<file path="src/rtl/pwf_defines.svh">
`ifndef PWF_DEFINES_SVH
`define PWF_DEFINES_SVH
// ----------------------------------------------------------------
// Register byte offsets
// ----------------------------------------------------------------
`define PWF_REG_CTRL 8'h00
`define PWF_REG_ADDR 8'h04
`define PWF_REG_WDATA 8'h08
`define PWF_REG_CMD 8'h0C
`define PWF_REG_STATUS 8'h10
`define PWF_REG_RDATA 8'h14
// ----------------------------------------------------------------
// Field positions and reset values
// ----------------------------------------------------------------
`define PWF_CTRL_SDP 0
`define PWF_CTRL_SHORT_ID 1
`define PWF_CTRL_RST 2'h0
`define PWF_ST_BUSY 0
`define PWF_ST_WIN 1
`define PWF_ST_ERR_PAGE 2
`define PWF_ST_ERR_TMO 3
`define PWF_ST_ERR_REF 4
// ----------------------------------------------------------------
// Timing, in printed units, and derived cycle counts
// ----------------------------------------------------------------
`define PWF_CLK_NS 20
`define PWF_WE_MIN_NS 15
`define PWF_RD_ACC_NS 120
`define PWF_WIN_US 150
`define PWF_PROG_MS 10
`define PWF_ERASE_MS 50
`define PWF_PAUSE_US 10
`define PWF_WE_CYC ((`PWF_WE_MIN_NS + `PWF_CLK_NS - 1) / `PWF_CLK_NS)
`define PWF_RD_CYC ((`PWF_RD_ACC_NS + `PWF_CLK_NS - 1) / `PWF_CLK_NS)
`define PWF_WIN_CYC ((`PWF_WIN_US * 1000) / `PWF_CLK_NS)
`define PWF_PROG_CYC ((`PWF_PROG_MS * 1000000 + `PWF_CLK_NS - 1) / `PWF_CLK_NS)
`define PWF_ERASE_CYC ((`PWF_ERASE_MS * 1000000 + `PWF_CLK_NS - 1) / `PWF_CLK_NS)
`define PWF_PAUSE_CYC ((`PWF_PAUSE_US * 1000 + `PWF_CLK_NS - 1) / `PWF_CLK_NS)
`define PWF_WIN_MARGIN 13'h0010
// ----------------------------------------------------------------
// Command addresses and bytes
// ----------------------------------------------------------------
`define PWF_CA_ODD 16'h5555
`define PWF_CA_EVEN 16'h2AAA
`define PWF_CB_UNLOCK1 8'hAA
`define PWF_CB_UNLOCK2 8'h55
`define PWF_CB_EXTEND 8'h80
`define PWF_CB_PROT_EN 8'hA0
`define PWF_CB_PROT_DIS 8'h20
`define PWF_CB_ERASE 8'h10
`define PWF_CB_ID_LONG 8'h60
`define PWF_CB_ID_SHORT 8'h90
`define PWF_CB_ID_EXIT 8'hF0
`endif

</file>
<file path="src/rtl/pwf_pkg.sv">
package pwf_pkg;
   typedef enum logic [2:0] {
      PWF_ST_IDLE = 3'b000,
      PWF_ST_SETUP = 3'b001,
      PWF_ST_STROBE = 3'b010,
      PWF_ST_HOLD = 3'b011,
      PWF_ST_READ = 3'b100,
      PWF_ST_PAUSE = 3'b101
   } pwf_state_e;
   typedef enum logic [2:0] {
      PWF_OP_READ = 3'b000,
      PWF_OP_LOAD = 3'b001,
      PWF_OP_PROT_DIS = 3'b010,
      PWF_OP_ERASE = 3'b011,
      PWF_OP_ID_ENTRY = 3'b100,
      PWF_OP_ID_EXIT = 3'b101,
      PWF_OP_HW_ID = 3'b110,
      PWF_OP_NONE = 3'b111
   } pwf_op_e;
endpackage

</file>
<file path="src/rtl/pwf_sync.sv">
// Three-stage synchroniser; the output follows once stages two and three agree.
module pwf_sync #(
   parameter int WIDTH = 8
) (
   input wire logic pclk,
   input wire logic presetn,
   input wire logic clk_en,
   input wire logic [WIDTH-1:0] async_in,
   output logic [WIDTH-1:0] stable_out
);
   logic [WIDTH-1:0] s1_q, s2_q, s3_q, out_q;
   // Only the second stage reads the first.
   always_ff @(posedge pclk or negedge presetn) begin
      if (!presetn) begin
         s1_q <= '0;
         s2_q <= '0;
         s3_q <= '0;
         out_q <= '0;
      end else if (clk_en) begin
         s1_q <= async_in;
         s2_q <= s1_q;
         s3_q <= s2_q;
         if (s2_q == s3_q) begin
            out_q <= s3_q;
         end
      end
   end
   assign stable_out = out_q;
endmodule

</file>
<file path="src/rtl/pwf_ctrl.sv">
// The register addresses and the APB slave port were chosen for this implementation.
`include "pwf_defines.svh"
module pwf_ctrl
   import pwf_pkg::*;
#(
   parameter int unsigned RD_CYC = `PWF_RD_CYC,
   parameter int unsigned WIN_CYC = `PWF_WIN_CYC,
   parameter int unsigned PROG_CYC = `PWF_PROG_CYC,
   parameter int unsigned ERASE_CYC = `PWF_ERASE_CYC
) (
   input wire logic pclk,
   input wire logic presetn,
   input wire logic clk_en,
   input wire logic psel,
   input wire logic penable,
   input wire logic pwrite,
   input wire logic [7:0] paddr,
   input wire logic [31:0] pwdata,
   output logic [31:0] prdata,
   output logic pready,
   output logic pslverr,
   output logic [15:0] address_pins,
   input wire logic [7:0] data_pins_rd,
   output logic [7:0] data_pins_wr,
   output logic data_pins_oe,
   output logic chip_sel_n,
   output logic out_gate_n,
   output logic write_strobe_n,
   output logic id_high_voltage_pin
);
   // ----------------------------------------------------------------
   // Parameter checks
   // ----------------------------------------------------------------
   if (WIN_CYC <= 32 || WIN_CYC >= 8192 || RD_CYC < 1 || RD_CYC > 500 || PROG_CYC < 1 ||
       PROG_CYC >= 4194304 || ERASE_CYC < 1 || ERASE_CYC >= 4194304) begin : g_bad_param
      $error("pwf_ctrl: timing parameter out of range");
   end

   pwf_state_e st_q;
   pwf_op_e op_q;
   logic [2:0] step_q, ncmd_q;
   logic has_data_q;
   logic [9:0] cnt_q;
   logic [1:0] ctrl_q;
   logic [15:0] addr_q, job_addr_q, last_addr_q;
   logic [7:0] wdata_q, job_data_q, last_data_q, rdata_q, loads_q;
   logic err_page_q, err_tmo_q, err_ref_q;
   logic win_q, poll_q, poll_first_q, poll_erase_q, prev6_q;
   logic [12:0] win_cnt_q;
   logic [8:0] page_q;
   logic [21:0] tmo_q;
   logic [15:0] addr_pins_q;
   logic [7:0] dout_q;
   logic doe_q, ce_n_q, oe_n_q, we_n_q, hv_q;
   logic [31:0] prdata_q;
   logic pready_q, pslverr_q;
   logic [7:0] data_sync;

   // Pins leave the chip domain through three stages.
   pwf_sync #(.WIDTH(8)) u_sync (
      .pclk(pclk),
      .presetn(presetn),
      .clk_en(clk_en),
      .async_in(data_pins_rd),
      .stable_out(data_sync)
   );

   // ----------------------------------------------------------------
   // Register decode
   // ----------------------------------------------------------------
   wire hit_ctrl = paddr == `PWF_REG_CTRL;
   wire hit_addr = paddr == `PWF_REG_ADDR;
   wire hit_wdata = paddr == `PWF_REG_WDATA;
   wire hit_cmd = paddr == `PWF_REG_CMD;
   wire hit_status = paddr == `PWF_REG_STATUS;
   wire hit_rdata = paddr == `PWF_REG_RDATA;
   wire mapped = hit_ctrl | hit_addr | hit_wdata | hit_cmd | hit_status | hit_rdata;
   wire acc_wr = psel & penable & pwrite & pready_q & clk_en;
   wire busy = (st_q != PWF_ST_IDLE) | poll_q;
   wire [31:0] status_w = {16'h0000, loads_q, 3'b000, err_ref_q, err_tmo_q, err_page_q, win_q, busy};
   wire [31:0] rd_val = hit_ctrl ? {30'h0, ctrl_q} : hit_addr ? {16'h0000, addr_q} :
                        hit_wdata ? {24'h0, wdata_q} : hit_status ? status_w :
                        hit_rdata ? {24'h0, rdata_q} : 32'h0;

   // ----------------------------------------------------------------
   // Command acceptance
   // ----------------------------------------------------------------
   wire cmd_go = acc_wr & hit_cmd;
   wire pwf_op_e cmd_op = pwf_op_e'(pwdata[2:0]);
   wire expire = win_q & (win_cnt_q <= `PWF_WIN_MARGIN);
   wire page_bad = win_q & (cmd_op == PWF_OP_LOAD) & (addr_q[15:7] != page_q);
   wire refuse = busy | (cmd_op == PWF_OP_NONE) | (win_q & ((cmd_op != PWF_OP_LOAD) | expire));
   wire start = cmd_go & ~refuse & ~page_bad;
   // Prefix length per order: protected loads of a new page carry three writes.
   wire [2:0] ncmd_w = (cmd_op == PWF_OP_LOAD) ? ((ctrl_q[`PWF_CTRL_SDP] & ~win_q) ? 3'd3 : 3'd0) :
                       (cmd_op == PWF_OP_PROT_DIS || cmd_op == PWF_OP_ERASE) ? 3'd6 :
                       (cmd_op == PWF_OP_ID_ENTRY) ? (ctrl_q[`PWF_CTRL_SHORT_ID] ? 3'd3 : 3'd6) :
                       (cmd_op == PWF_OP_ID_EXIT) ? 3'd3 : 3'd0;
   wire has_data_w = (cmd_op == PWF_OP_READ) | (cmd_op == PWF_OP_LOAD) | (cmd_op == PWF_OP_HW_ID);

   // ----------------------------------------------------------------
   // Command byte tables
   // ----------------------------------------------------------------
   wire in_cmd = ~poll_q & (step_q < ncmd_q);
   wire [7:0] last_byte = (op_q == PWF_OP_LOAD) ? `PWF_CB_PROT_EN :
                          (op_q == PWF_OP_PROT_DIS) ? `PWF_CB_PROT_DIS :
                          (op_q == PWF_OP_ERASE) ? `PWF_CB_ERASE :
                          (op_q == PWF_OP_ID_ENTRY) ? ((ncmd_q == 3'd3) ? `PWF_CB_ID_SHORT : `PWF_CB_ID_LONG) :
                          `PWF_CB_ID_EXIT;
   wire [7:0] cmd_byte = (step_q == ncmd_q - 3'd1) ? last_byte :
                         (step_q == 3'd0 || step_q == 3'd3) ? `PWF_CB_UNLOCK1 :
                         (step_q == 3'd1 || step_q == 3'd4) ? `PWF_CB_UNLOCK2 : `PWF_CB_EXTEND;
   wire [15:0] cmd_addr = (step_q == 3'd1 || step_q == 3'd4) ? `PWF_CA_EVEN : `PWF_CA_ODD;
   wire [15:0] cur_addr = poll_q ? last_addr_q : in_cmd ? cmd_addr : job_addr_q;
   wire [7:0] cur_data = in_cmd ? cmd_byte : job_data_q;
   wire is_read = poll_q | (~in_cmd & (op_q == PWF_OP_READ || op_q == PWF_OP_HW_ID));
   wire last_step = poll_q | (step_q + 3'd1 >= ncmd_q + {2'b00, has_data_q});
   // Polling: bit 7 must match the last loaded byte (1 after erase) and bit 6 must have stopped toggling.
   wire [7:0] expect_w = poll_erase_q ? 8'hFF : last_data_q;
   wire poll_done = ~poll_first_q & (data_sync[7] == expect_w[7]) & (data_sync[6] == prev6_q);

   // ----------------------------------------------------------------
   // APB slave: one wait-free access phase, answer registered in setup
   // ----------------------------------------------------------------
   always_ff @(posedge pclk or negedge presetn) begin
      if (!presetn) begin
         pready_q <= 1'b0;
         pslverr_q <= 1'b0;
         prdata_q <= 32'h0;
      end else if (clk_en) begin
         pready_q <= psel & ~penable;
         pslverr_q <= psel & ~penable & ~mapped;
         prdata_q <= (psel & ~penable & ~pwrite) ? rd_val : 32'h0;
      end
   end

   // Software registers and sticky errors; a new error wins over its clear.
   always_ff @(posedge pclk or negedge presetn) begin
      if (!presetn) begin
         ctrl_q <= `PWF_CTRL_RST;
         addr_q <= 16'h0000;
         wdata_q <= 8'h00;
         err_page_q <= 1'b0;
         err_ref_q <= 1'b0;
      end else if (clk_en) begin
         if (acc_wr & hit_ctrl) ctrl_q <= pwdata[1:0];
         if (acc_wr & hit_addr) addr_q <= pwdata[15:0];
         if (acc_wr & hit_wdata) wdata_q <= pwdata[7:0];
         err_page_q <= (cmd_go & page_bad) | (err_page_q & ~(acc_wr & hit_status & pwdata[`PWF_ST_ERR_PAGE]));
         err_ref_q <= (cmd_go & refuse) | (err_ref_q & ~(acc_wr & hit_status & pwdata[`PWF_ST_ERR_REF]));
      end
   end

   // ----------------------------------------------------------------
   // Pin sequencer
   // ----------------------------------------------------------------
   always_ff @(posedge pclk or negedge presetn) begin
      if (!presetn) begin
         st_q <= PWF_ST_IDLE;
         op_q <= PWF_OP_READ;
         step_q <= 3'd0;
         ncmd_q <= 3'd0;
         has_data_q <= 1'b0;
         cnt_q <= 10'd0;
         job_addr_q <= 16'h0000;
         job_data_q <= 8'h00;
         last_addr_q <= 16'h0000;
         last_data_q <= 8'h00;
         rdata_q <= 8'h00;
         loads_q <= 8'h00;
         win_q <= 1'b0;
         win_cnt_q <= 13'd0;
         page_q <= 9'd0;
         poll_q <= 1'b0;
         poll_first_q <= 1'b0;
         poll_erase_q <= 1'b0;
         prev6_q <= 1'b0;
         tmo_q <= 22'd0;
         err_tmo_q <= 1'b0;
         addr_pins_q <= 16'h0000;
         dout_q <= 8'h00;
         doe_q <= 1'b0;
         ce_n_q <= 1'b1;
         oe_n_q <= 1'b1;
         we_n_q <= 1'b1;
         hv_q <= 1'b0;
      end else if (clk_en) begin
         if (win_q && win_cnt_q != 13'd0) win_cnt_q <= win_cnt_q - 13'd1;
         if (poll_q && tmo_q != 22'd0) tmo_q <= tmo_q - 22'd1;
         if (acc_wr & hit_status & pwdata[`PWF_ST_ERR_TMO]) err_tmo_q <= 1'b0;
         unique case (st_q)
            PWF_ST_IDLE: begin
               if (poll_q && tmo_q == 22'd0) begin
                  poll_q <= 1'b0;
                  err_tmo_q <= 1'b1;
               end else if (poll_q) begin
                  st_q <= PWF_ST_SETUP;
               end else if (expire) begin
                  // Loading ended; the flash programs the whole page while software runs on.
                  win_q <= 1'b0;
                  poll_q <= 1'b1;
                  poll_first_q <= 1'b1;
                  poll_erase_q <= 1'b0;
                  tmo_q <= 22'(PROG_CYC);
               end else if (start) begin
                  op_q <= cmd_op;
                  ncmd_q <= ncmd_w;
                  has_data_q <= has_data_w;
                  step_q <= 3'd0;
                  job_addr_q <= addr_q;
                  job_data_q <= wdata_q;
                  st_q <= PWF_ST_SETUP;
               end
            end
            PWF_ST_SETUP: begin
               // Address and data settle before the strobe falls.
               addr_pins_q <= cur_addr;
               dout_q <= cur_data;
               ce_n_q <= 1'b0;
               oe_n_q <= ~is_read;
               doe_q <= ~is_read;
               hv_q <= is_read & ~poll_q & (op_q == PWF_OP_HW_ID);
               st_q <= is_read ? PWF_ST_READ : PWF_ST_STROBE;
               cnt_q <= is_read ? 10'(RD_CYC + 3) : 10'(`PWF_WE_CYC);
            end
            PWF_ST_STROBE: begin
               if (cnt_q != 10'd0) begin
                  we_n_q <= 1'b0;
                  cnt_q <= cnt_q - 10'd1;
               end else begin
                  we_n_q <= 1'b1;
                  st_q <= PWF_ST_HOLD;
               end
            end
            PWF_ST_HOLD, PWF_ST_READ: begin
               if (st_q == PWF_ST_READ && cnt_q != 10'd0) begin
                  cnt_q <= cnt_q - 10'd1;
               end else begin
                  ce_n_q <= 1'b1;
                  oe_n_q <= 1'b1;
                  doe_q <= 1'b0;
                  hv_q <= 1'b0;
                  step_q <= step_q + 3'd1;
                  st_q <= last_step ? PWF_ST_IDLE : PWF_ST_SETUP;
                  if (st_q == PWF_ST_READ) rdata_q <= data_sync;
                  if (poll_q) begin
                     prev6_q <= data_sync[6];
                     poll_first_q <= 1'b0;
                     if (poll_done) poll_q <= 1'b0;
                  end else if (last_step) begin
                     unique case (op_q)
                        PWF_OP_LOAD: begin
                           last_addr_q <= job_addr_q;
                           last_data_q <= job_data_q;
                           page_q <= job_addr_q[15:7];
                           loads_q <= win_q ? loads_q + 8'd1 : 8'd1;
                           win_q <= 1'b1;
                           win_cnt_q <= 13'(WIN_CYC);
                        end
                        PWF_OP_ERASE: begin
                           poll_q <= 1'b1;
                           poll_first_q <= 1'b1;
                           poll_erase_q <= 1'b1;
                           tmo_q <= 22'(ERASE_CYC);
                        end
                        PWF_OP_ID_ENTRY, PWF_OP_ID_EXIT: begin
                           st_q <= PWF_ST_PAUSE;
                           cnt_q <= 10'(`PWF_PAUSE_CYC - 1);
                        end
                        default: begin
                        end
                     endcase
                  end
               end
            end
            PWF_ST_PAUSE: begin
               if (cnt_q == 10'd0) st_q <= PWF_ST_IDLE;
               else cnt_q <= cnt_q - 10'd1;
            end
            default: st_q <= PWF_ST_IDLE;
         endcase
      end
   end

   assign prdata = prdata_q;
   assign pready = pready_q;
   assign pslverr = pslverr_q;
   assign address_pins = addr_pins_q;
   assign data_pins_wr = dout_q;
   assign data_pins_oe = doe_q;
   assign chip_sel_n = ce_n_q;
   assign out_gate_n = oe_n_q;
   assign write_strobe_n = we_n_q;
   assign id_high_voltage_pin = hv_q;

   // ----------------------------------------------------------------
   // Assertions
   // ----------------------------------------------------------------
   logic [9:0] we_cnt_q;
   always_ff @(posedge pclk or negedge presetn) begin
      if (!presetn) we_cnt_q <= 10'd0;
      else if (clk_en) we_cnt_q <= we_n_q ? 10'd0 : we_cnt_q + 10'd1;
   end
endmodule

</file>
<file path="config.mk">
export PLATFORM = sky130hd
export DESIGN_NAME = pwf_ctrl
export DESIGN_NICKNAME = d
export VERILOG_FILES = /design/src/rtl/pwf_pkg.sv /design/src/rtl/pwf_sync.sv /design/src/rtl/pwf_ctrl.sv
export VERILOG_INCLUDE_DIRS = /design/src /design/src/rtl
export SDC_FILE = /design/constraint.sdc
export NUM_CORES = 1
export LEC_CHECK = 0
export CAP_MARGIN = 10
export CELL_PAD_IN_SITES_DETAIL_PLACEMENT = 1
export CELL_PAD_IN_SITES_GLOBAL_PLACEMENT = 1
export CORE_UTILIZATION = 50
export DETAILED_ROUTE_END_ITERATION = 7
export DONT_BUFFER_PORTS = 1
export HOLD_SLACK_MARGIN = 0.08
export PLACE_DENSITY_LB_ADDON = 0.1
export RECOVER_POWER = 25
export SLEW_MARGIN = 20
export SYNTH_ARGS = -nofsm -noshare
export SYNTH_HDL_FRONTEND = slang
export SYNTH_SLANG_ARGS = --single-unit
</file>
<file path="constraint.sdc">
create_clock -name pclk -period 3.9 [get_ports pclk]
set_input_delay 0.195 -clock pclk [delete_from_list [all_inputs] [get_ports pclk]]
set_output_delay 0.195 -clock pclk [all_outputs]
set_load 0.005 [all_outputs]
</file>
# ---- After elaboration in Yosys (flattened, before gate mapping)
# Index checks and enable logic that the tools add are counted.
dict set report classes {
  add_sub_neg 7
  n_lt_le_gt_ge 3
  n_eq_ne 54
  muxes 106
  bitwise 62
  n_reduce_logical 42
}
# operator count
set ops {}
lappend ops {{22-bit 2-to-1 mux} 8}
lappend ops {{16-bit 2-to-1 mux} 7}
lappend ops {{8-bit 2-to-1 mux} 12}
lappend ops {{13-bit 2-to-1 mux} 6}
lappend ops {{10-bit 2-to-1 mux} 6}
lappend ops {{3-bit 2-to-1 mux} 20}
lappend ops {{22-bit case mux with 2 select lines} 1}
lappend ops {{10-bit case mux with 4 select lines} 1}
lappend ops {{1-bit bitwise AND} 32}
lappend ops {{1-bit 2-to-1 mux} 31}
lappend ops {{3-bit equality test, second input constant} 10}
lappend ops {{2-bit inequality test, second input constant} 14}
lappend ops {{3-bit by 2-bit equality test with 1-bit output, second input constant} 8}
lappend ops {{22-bit logical NOT} 1}
lappend ops {{22-bit nonzero test} 1}
lappend ops {{22-bit by 1-bit subtractor with 22-bit output, second input constant} 1}
lappend ops {{7-bit AND reduction} 3}
lappend ops {{3-bit inequality test, second input constant} 6}
lappend ops {{9-bit AND reduction} 2}
lappend ops {{8-bit by 4-bit equality test with 1-bit output, second input constant} 2}
lappend ops {{8-bit by 5-bit equality test with 1-bit output, second input constant} 2}
lappend ops {{1-bit case mux with 2 select lines} 8}
lappend ops {{15-bit 2-to-1 mux} 1}
lappend ops {{1-bit NOT} 15}
lappend ops {{other kinds (38)} 76}
dict set report totals {
  reg_bits 260
  input_bits 54
  output_inout_bits 63
}

# ---- Logic depth before layout (Yosys ltp)
dict set report depth {
  word_depth 13
  ltp_mapped 12
  depth_no_buf 10
}

# ---- Hierarchy
# A second synthesis with hierarchy kept.
dict set report hier_totals {
  cells_unflattened 1136
  hier_area_um2 11603.6
}
# module n_inst cells_each area_each_um2 seq_area_each_um2
set by_module_without_submodules {}
lappend by_module_without_submodules {pwf_ctrl 1 1057 10326.2 4908.5}
lappend by_module_without_submodules {pwf_sync 1 79 1277.5 800.8}

# ---- Least setup slack after synthesis
# Ideal clock, no wire load.
dict set report synth_timing {
  path_type {reg-to-reg}
  startpoint {register step_q[0]}
  endpoint {register cnt_q[0]}
  setup_ns 0.125
  arrival_ns 2.892
  required_ns 3.775
  path_slack_ns 0.883
  stages_incl_launch_ff 11
  n_path_buf 0
  period_less_slack_ns 3.017
  cell_sequence {dfrtp_1 -> ha_1 -> ha_1 -> inv_1 -> ha_1 -> a21o_1 -> a31oi_1 -> or4_1 -> a21oi_1 -> o21ai_2 -> mux2_2}
}
dict set report synth_via {
  elab_chain_cells 5
}
# element line
set synth_lines {}
lappend synth_lines {{from (decl)} pwf_ctrl.sv:41} ;# logic [2:0] step_q, ncmd_q;
lappend synth_lines {{from (signal assigned)} pwf_ctrl.sv:243} ;# step_q <= step_q + 3'd1;
lappend synth_lines {{3-bit by 1-bit adder with 3-bit output} pwf_ctrl.sv:117} ;# wire last_step = poll_q | (step_q + 3'd1 >= ncmd_q + {2'b00, has_data_q});
lappend synth_lines {{3-bit greater-or-equal comparator} pwf_ctrl.sv:117}
lappend synth_lines {{1-bit OR} pwf_ctrl.sv:117}
lappend synth_lines {{3-bit inequality test (no line)} n/a}
lappend synth_lines {{7-bit AND reduction (no line)} n/a}
lappend synth_lines {{to (signal assigned)} pwf_ctrl.sv:224} ;# cnt_q <= is_read ? 10'(RD_CYC + 3) : 10'(`PWF_WE_CYC);
lappend synth_lines {{to (signal assigned)} pwf_ctrl.sv:229} ;# cnt_q <= cnt_q - 10'd1;
lappend synth_lines {{to (signal assigned)} pwf_ctrl.sv:237} ;# cnt_q <= cnt_q - 10'd1;
lappend synth_lines {{to (decl)} pwf_ctrl.sv:43} ;# logic [9:0] cnt_q;
# No other way between the ends.
# A chain may end at the register's enable or synchronous reset.

# ---- Worst setup path after layout
dict set report layout_timing {
  startpoint {register cnt_q[0]}
  endpoint {register prev6_q}
}
dict set report layout_via {
  elab_chain_cells 4
}
# element line
set layout_lines {}
lappend layout_lines {{10-bit nonzero test} pwf_ctrl.sv:236} ;# if (st_q == PWF_ST_READ && cnt_q != 10'd0) begin
lappend layout_lines {{1-bit logical AND} pwf_ctrl.sv:236}
lappend layout_lines {{1-bit NOT (no line)} n/a}
lappend layout_lines {{4-bit AND reduction (no line)} n/a}
lappend layout_lines {{to (signal assigned)} pwf_ctrl.sv:247} ;# prev6_q <= data_sync[6];
lappend layout_lines {{to (decl)} pwf_ctrl.sv:48} ;# logic win_q, poll_q, poll_first_q, poll_erase_q, prev6_q;
# No other way between the ends.

==> results_dict.tcl <==
set metrics [dict create \
    cts_setup_buffers 0 \
    seqPwrFrac 0.420 \
    fin_ws_ns 0.7210 \
    fin_cells 1436 \
    violations "hold timing" \
    path_common_cell "nor3_1" \
    final_cell_mix "dfrtp_1, nand2_1, mux2_2" \
    status "finished with violations" \
    cap_violations 0 \
    drive_above_1_share 0.1652 \
    fillers 2423 \
    reg2reg_depth 8 \
    firstDrtPassIters 4 \
    finalClockSkew_ns 0.01364 \
    first_iter_violations 459 \
    cp_top_family "simple AND/OR/NAND/NOR gates" \
    final_util 0.5728 \
    overflow 0 \
    post-place-cells 1354 \
    synthXorXnorAreaFrac 0.03494 \
    power_mw 7.299 \
    wl_met3_mm 1.692 \
    vdd_drop_max_mv 0.3380 \
    synthMuxAreaShare 0.09794 \
    share_comb_of_total_power 0.260 \
    synth_top_family_by_area "compound AO/OA/AOI/OAI gates" \
    wl_per_cell_um 22.03 \
    cts_resized 0 \
    critPathArrivalTime_ns 3.60 \
    tightest_slew_ns 0.9636 \
    period_share 0.8151 \
    ys_async_sr_fraction 1.000 \
    drtAntennaViolNets 0 \
    yosys_warnings 0 \
    rsz0062_at_grt "false" \
    syn_area_per_cell_um2 10.40 \
    dp_slack_ns 0.7739 \
    internal_power_mw 4.878 \
    grt_pass1_vias 9067 \
    regArea_um2 5709 \
    path_class "reg2reg" \
    grt_usage 0.2756 \
    io_buffers 0 \
    cpPeakStageDelay_ns 0.51 \
    ctsHoldBuffers 39 \
    clk_pin_slew_worst_paths_ns 0.06 \
    power_density_nw_per_um2 564.6 \
    initial_utilization 0.5077 \
    design.core.area_um2 22570 \
    worst-path-stages 8 \
    synth_compound_area_frac 0.1544 \
    synth_ff_type "dfrtp_1" \
    fmax_mhz 314.6 \
    crit_chain "inv_1, ha_1, or3b_2, nor3_1, o31a_1, o21ai_0, nor3_1, mux2_2" \
    routed_wl_mm 31.63 \
    cts_tree "done" \
    cts_made_buffers 26 \
    seq_area_frac_synth 0.4982 \
    dr_wl_met2_mm 14.56 \
    die_y_um 153.4 \
    slew_viol_final 0 \
    synthAdderAreaFrac 0.02184 \
    multi_input_area_um2 5275 \
    dieArea_um2 23530 \
    via_count 8698 \
    cp_num_buf_inv 1 \
    die_x_um 153.4 \
    setup_viol 0 \
    swShare 0.3317 \
    clk_latency_ns 0.54 \
    p_switching_mw 2.421 \
    wl_met1_mm 14.79 \
    fin_setup_tns_ns 0 \
    endpoint_kind "flop" \
    cts_root_buffer "clkbuf_16" \
    p_leak_nw 5.852 \
    fin_crit_ns 3.179 \
    layout_commonest_cell "dfrtp_1" \
    synth-simple-area-share 0.1455 \
    drc 0 \
    power_frac_clock 0.320 \
    vias_per_cell 6.057 \
    cpMaxStageDelayCell "or3b_2" \
    grt_pass1_wl_mm 51.03 \
    row_count 55 \
    ys_ff_latch 228 \
    post-dp-hpwl_mm 20.97 \
    synth_cells 1102 \
    clock_path_buffers 3 \
    boundaryPins 117 \
    worstPathMaxFanout 10 \
    nNetsFinal 1210 \
    slew_headroom 0.3522 \
    hp-class "in2async" \
    synth_enable_flop_cells 0 \
    gp_congestion 0.8494 \
    start_kind "flop" \
    required_ns 4.32 \
    synth_area_um2 11460 \
    htreeDepth 1 \
    syn_to_final_growth_pct 12.82 \
    cts.sinks 228 \
    whs_ns -0.6350 \
    top_layer_used "met4" \
    grt_max_degree 229 \
    antenna_found_initial 1 \
    final_hold_viol_count 228 \
    yosysUniqueCellTypes 78 \
]
-- per-stage QoR --
| step | cell area (um2) | hold slack [ns] |
|---|---|---|
| after floorplan | 11520 | -0.1006 |
| after global placement | 11710 | -0.09227 |
| after detailed placement | 11710 | -0.08966 |
| after CTS | 12930 | -0.6590 |
| after global routing | 12930 | -0.6503 |
| final | 12930 | -0.6350 |
-- final cells by class --
cell class,count,share of cell area
flip-flops and latches,228,0.4416
clock buffers,40,0.06058
inverters,52,0.01510
multi-input cells,767,0.4080
repair buffers,61,0.04529
diodes,1,0.0001936
clock inverters,2,0.001645
well taps,285,0.02758
-- cells by family (layout without fill, tap and decap cells) --
kind of cell,count (synthesis),after routing
DFF,228,228
and+or+nand+nor,334,334
adders and majority gates,20,20
xor gates and xnor gates,44,44
muxes,100,100
buffers and inverters,122,155
other,1,17
AOI/OAI and AO/OA,253,253
-- flip-flops by register name, summed over array words and instances (netlist names), 10 cells and up --
name          flops
tmo_q            22
addr_q           16
last_addr_q      16
prdata           16
job_addr_q       16
win_cnt_q        13
cnt_q            10
address_pins     16
-- power groups by stage --
stage | Combinational, mW | Clock, mW | Sequential, mW
after global placement | 1.80 | 0 | 3.09
final | 1.90 | 2.34 | 3.07
after detailed placement | 1.83 | 0 | 3.11
after global routing | 2.11 | 2.46 | 3.12
after CTS | 1.90 | 2.38 | 3.07
after floorplan | 1.40 | 0 | 2.98
-- Yosys cell counts (all sizes together), types with 4 or more instances --
master | instances | area share
a2111oi | 5 | 0.0060
a21o | 20 | 0.013
a21oi | 43 | 0.020
a221oi | 19 | 0.015
a22oi | 9 | 0.0059
a2bb2oi | 4 | 0.0031
a31oi | 10 | 0.0055
and2 | 6 | 0.0033
and3 | 6 | 0.0033
buf | 29 | 0.016
clkbuf | 41 | 0.013
dfrtp | 225 | 0.49
ha | 20 | 0.022
inv | 51 | 0.017
mux2 | 97 | 0.095
nand2 | 122 | 0.040
nand2b | 8 | 0.0044
nand3 | 26 | 0.011
nand3b | 5 | 0.0033
nand4 | 5 | 0.0027
nor2 | 58 | 0.019
nor2b | 10 | 0.0055
nor3 | 27 | 0.012
nor3b | 5 | 0.0037
nor4 | 13 | 0.0082
o21a | 4 | 0.0026
o21ai | 75 | 0.033
o221ai | 7 | 0.0054
o2bb2ai | 14 | 0.011
o31ai | 5 | 0.0045
o41ai | 6 | 0.0046
or2 | 6 | 0.0033
or3 | 15 | 0.0086
or4 | 13 | 0.0092
or4b | 4 | 0.0038
xnor2 | 23 | 0.018
xor2 | 20 | 0.015
-- worst reg2reg max path: stages, from the launching register on --
cell     delay, ns
dfrtp_1       0.41
inv_1         0.08
ha_1          0.20
or3b_2        0.51
nor3_1        0.48
o31a_1        0.51
o21ai_0       0.28
nor3_1        0.25
mux2_2        0.35
-- worst paths after layout --
| path | slack, ns | start | to |
|---|---|---|---|
| worst max-delay path | 0.72 | cnt_q[0]$_DFFE_PN0P_ | prev6_q$_DFFE_PN0P_ |
| worst max register to register | 0.72 | cnt_q[0]$_DFFE_PN0P_ | prev6_q$_DFFE_PN0P_ |
| worst min register to register | 0.49 | last_data_q[7]$_DFFE_PN0P_ | last_data_q[7]$_DFFE_PN0P_ |
| min in group pclk | 0.10 | clk_en | tmo_q[20]$_DFFE_PN0P_ |
| max in group asynchronous | 4.07 | presetn | tmo_q[11]$_DFFE_PN0P_ |
| worst min-delay path | -0.63 | presetn | cnt_q[7]$_DFFE_PN0P_ |
-- layer usage --
| metal | up-vias | global-route usage |
|---|---|---|
| met4 | 0 | 0.05952 |
| met3 | 46 | 0.05160 |
| li1 | 3985 | - |
| met5 | - | 0 |
| met2 | 202 | 0.4368 |
| met1 | 4465 | 0.3940 |
(Power assumes the default switching activity.)
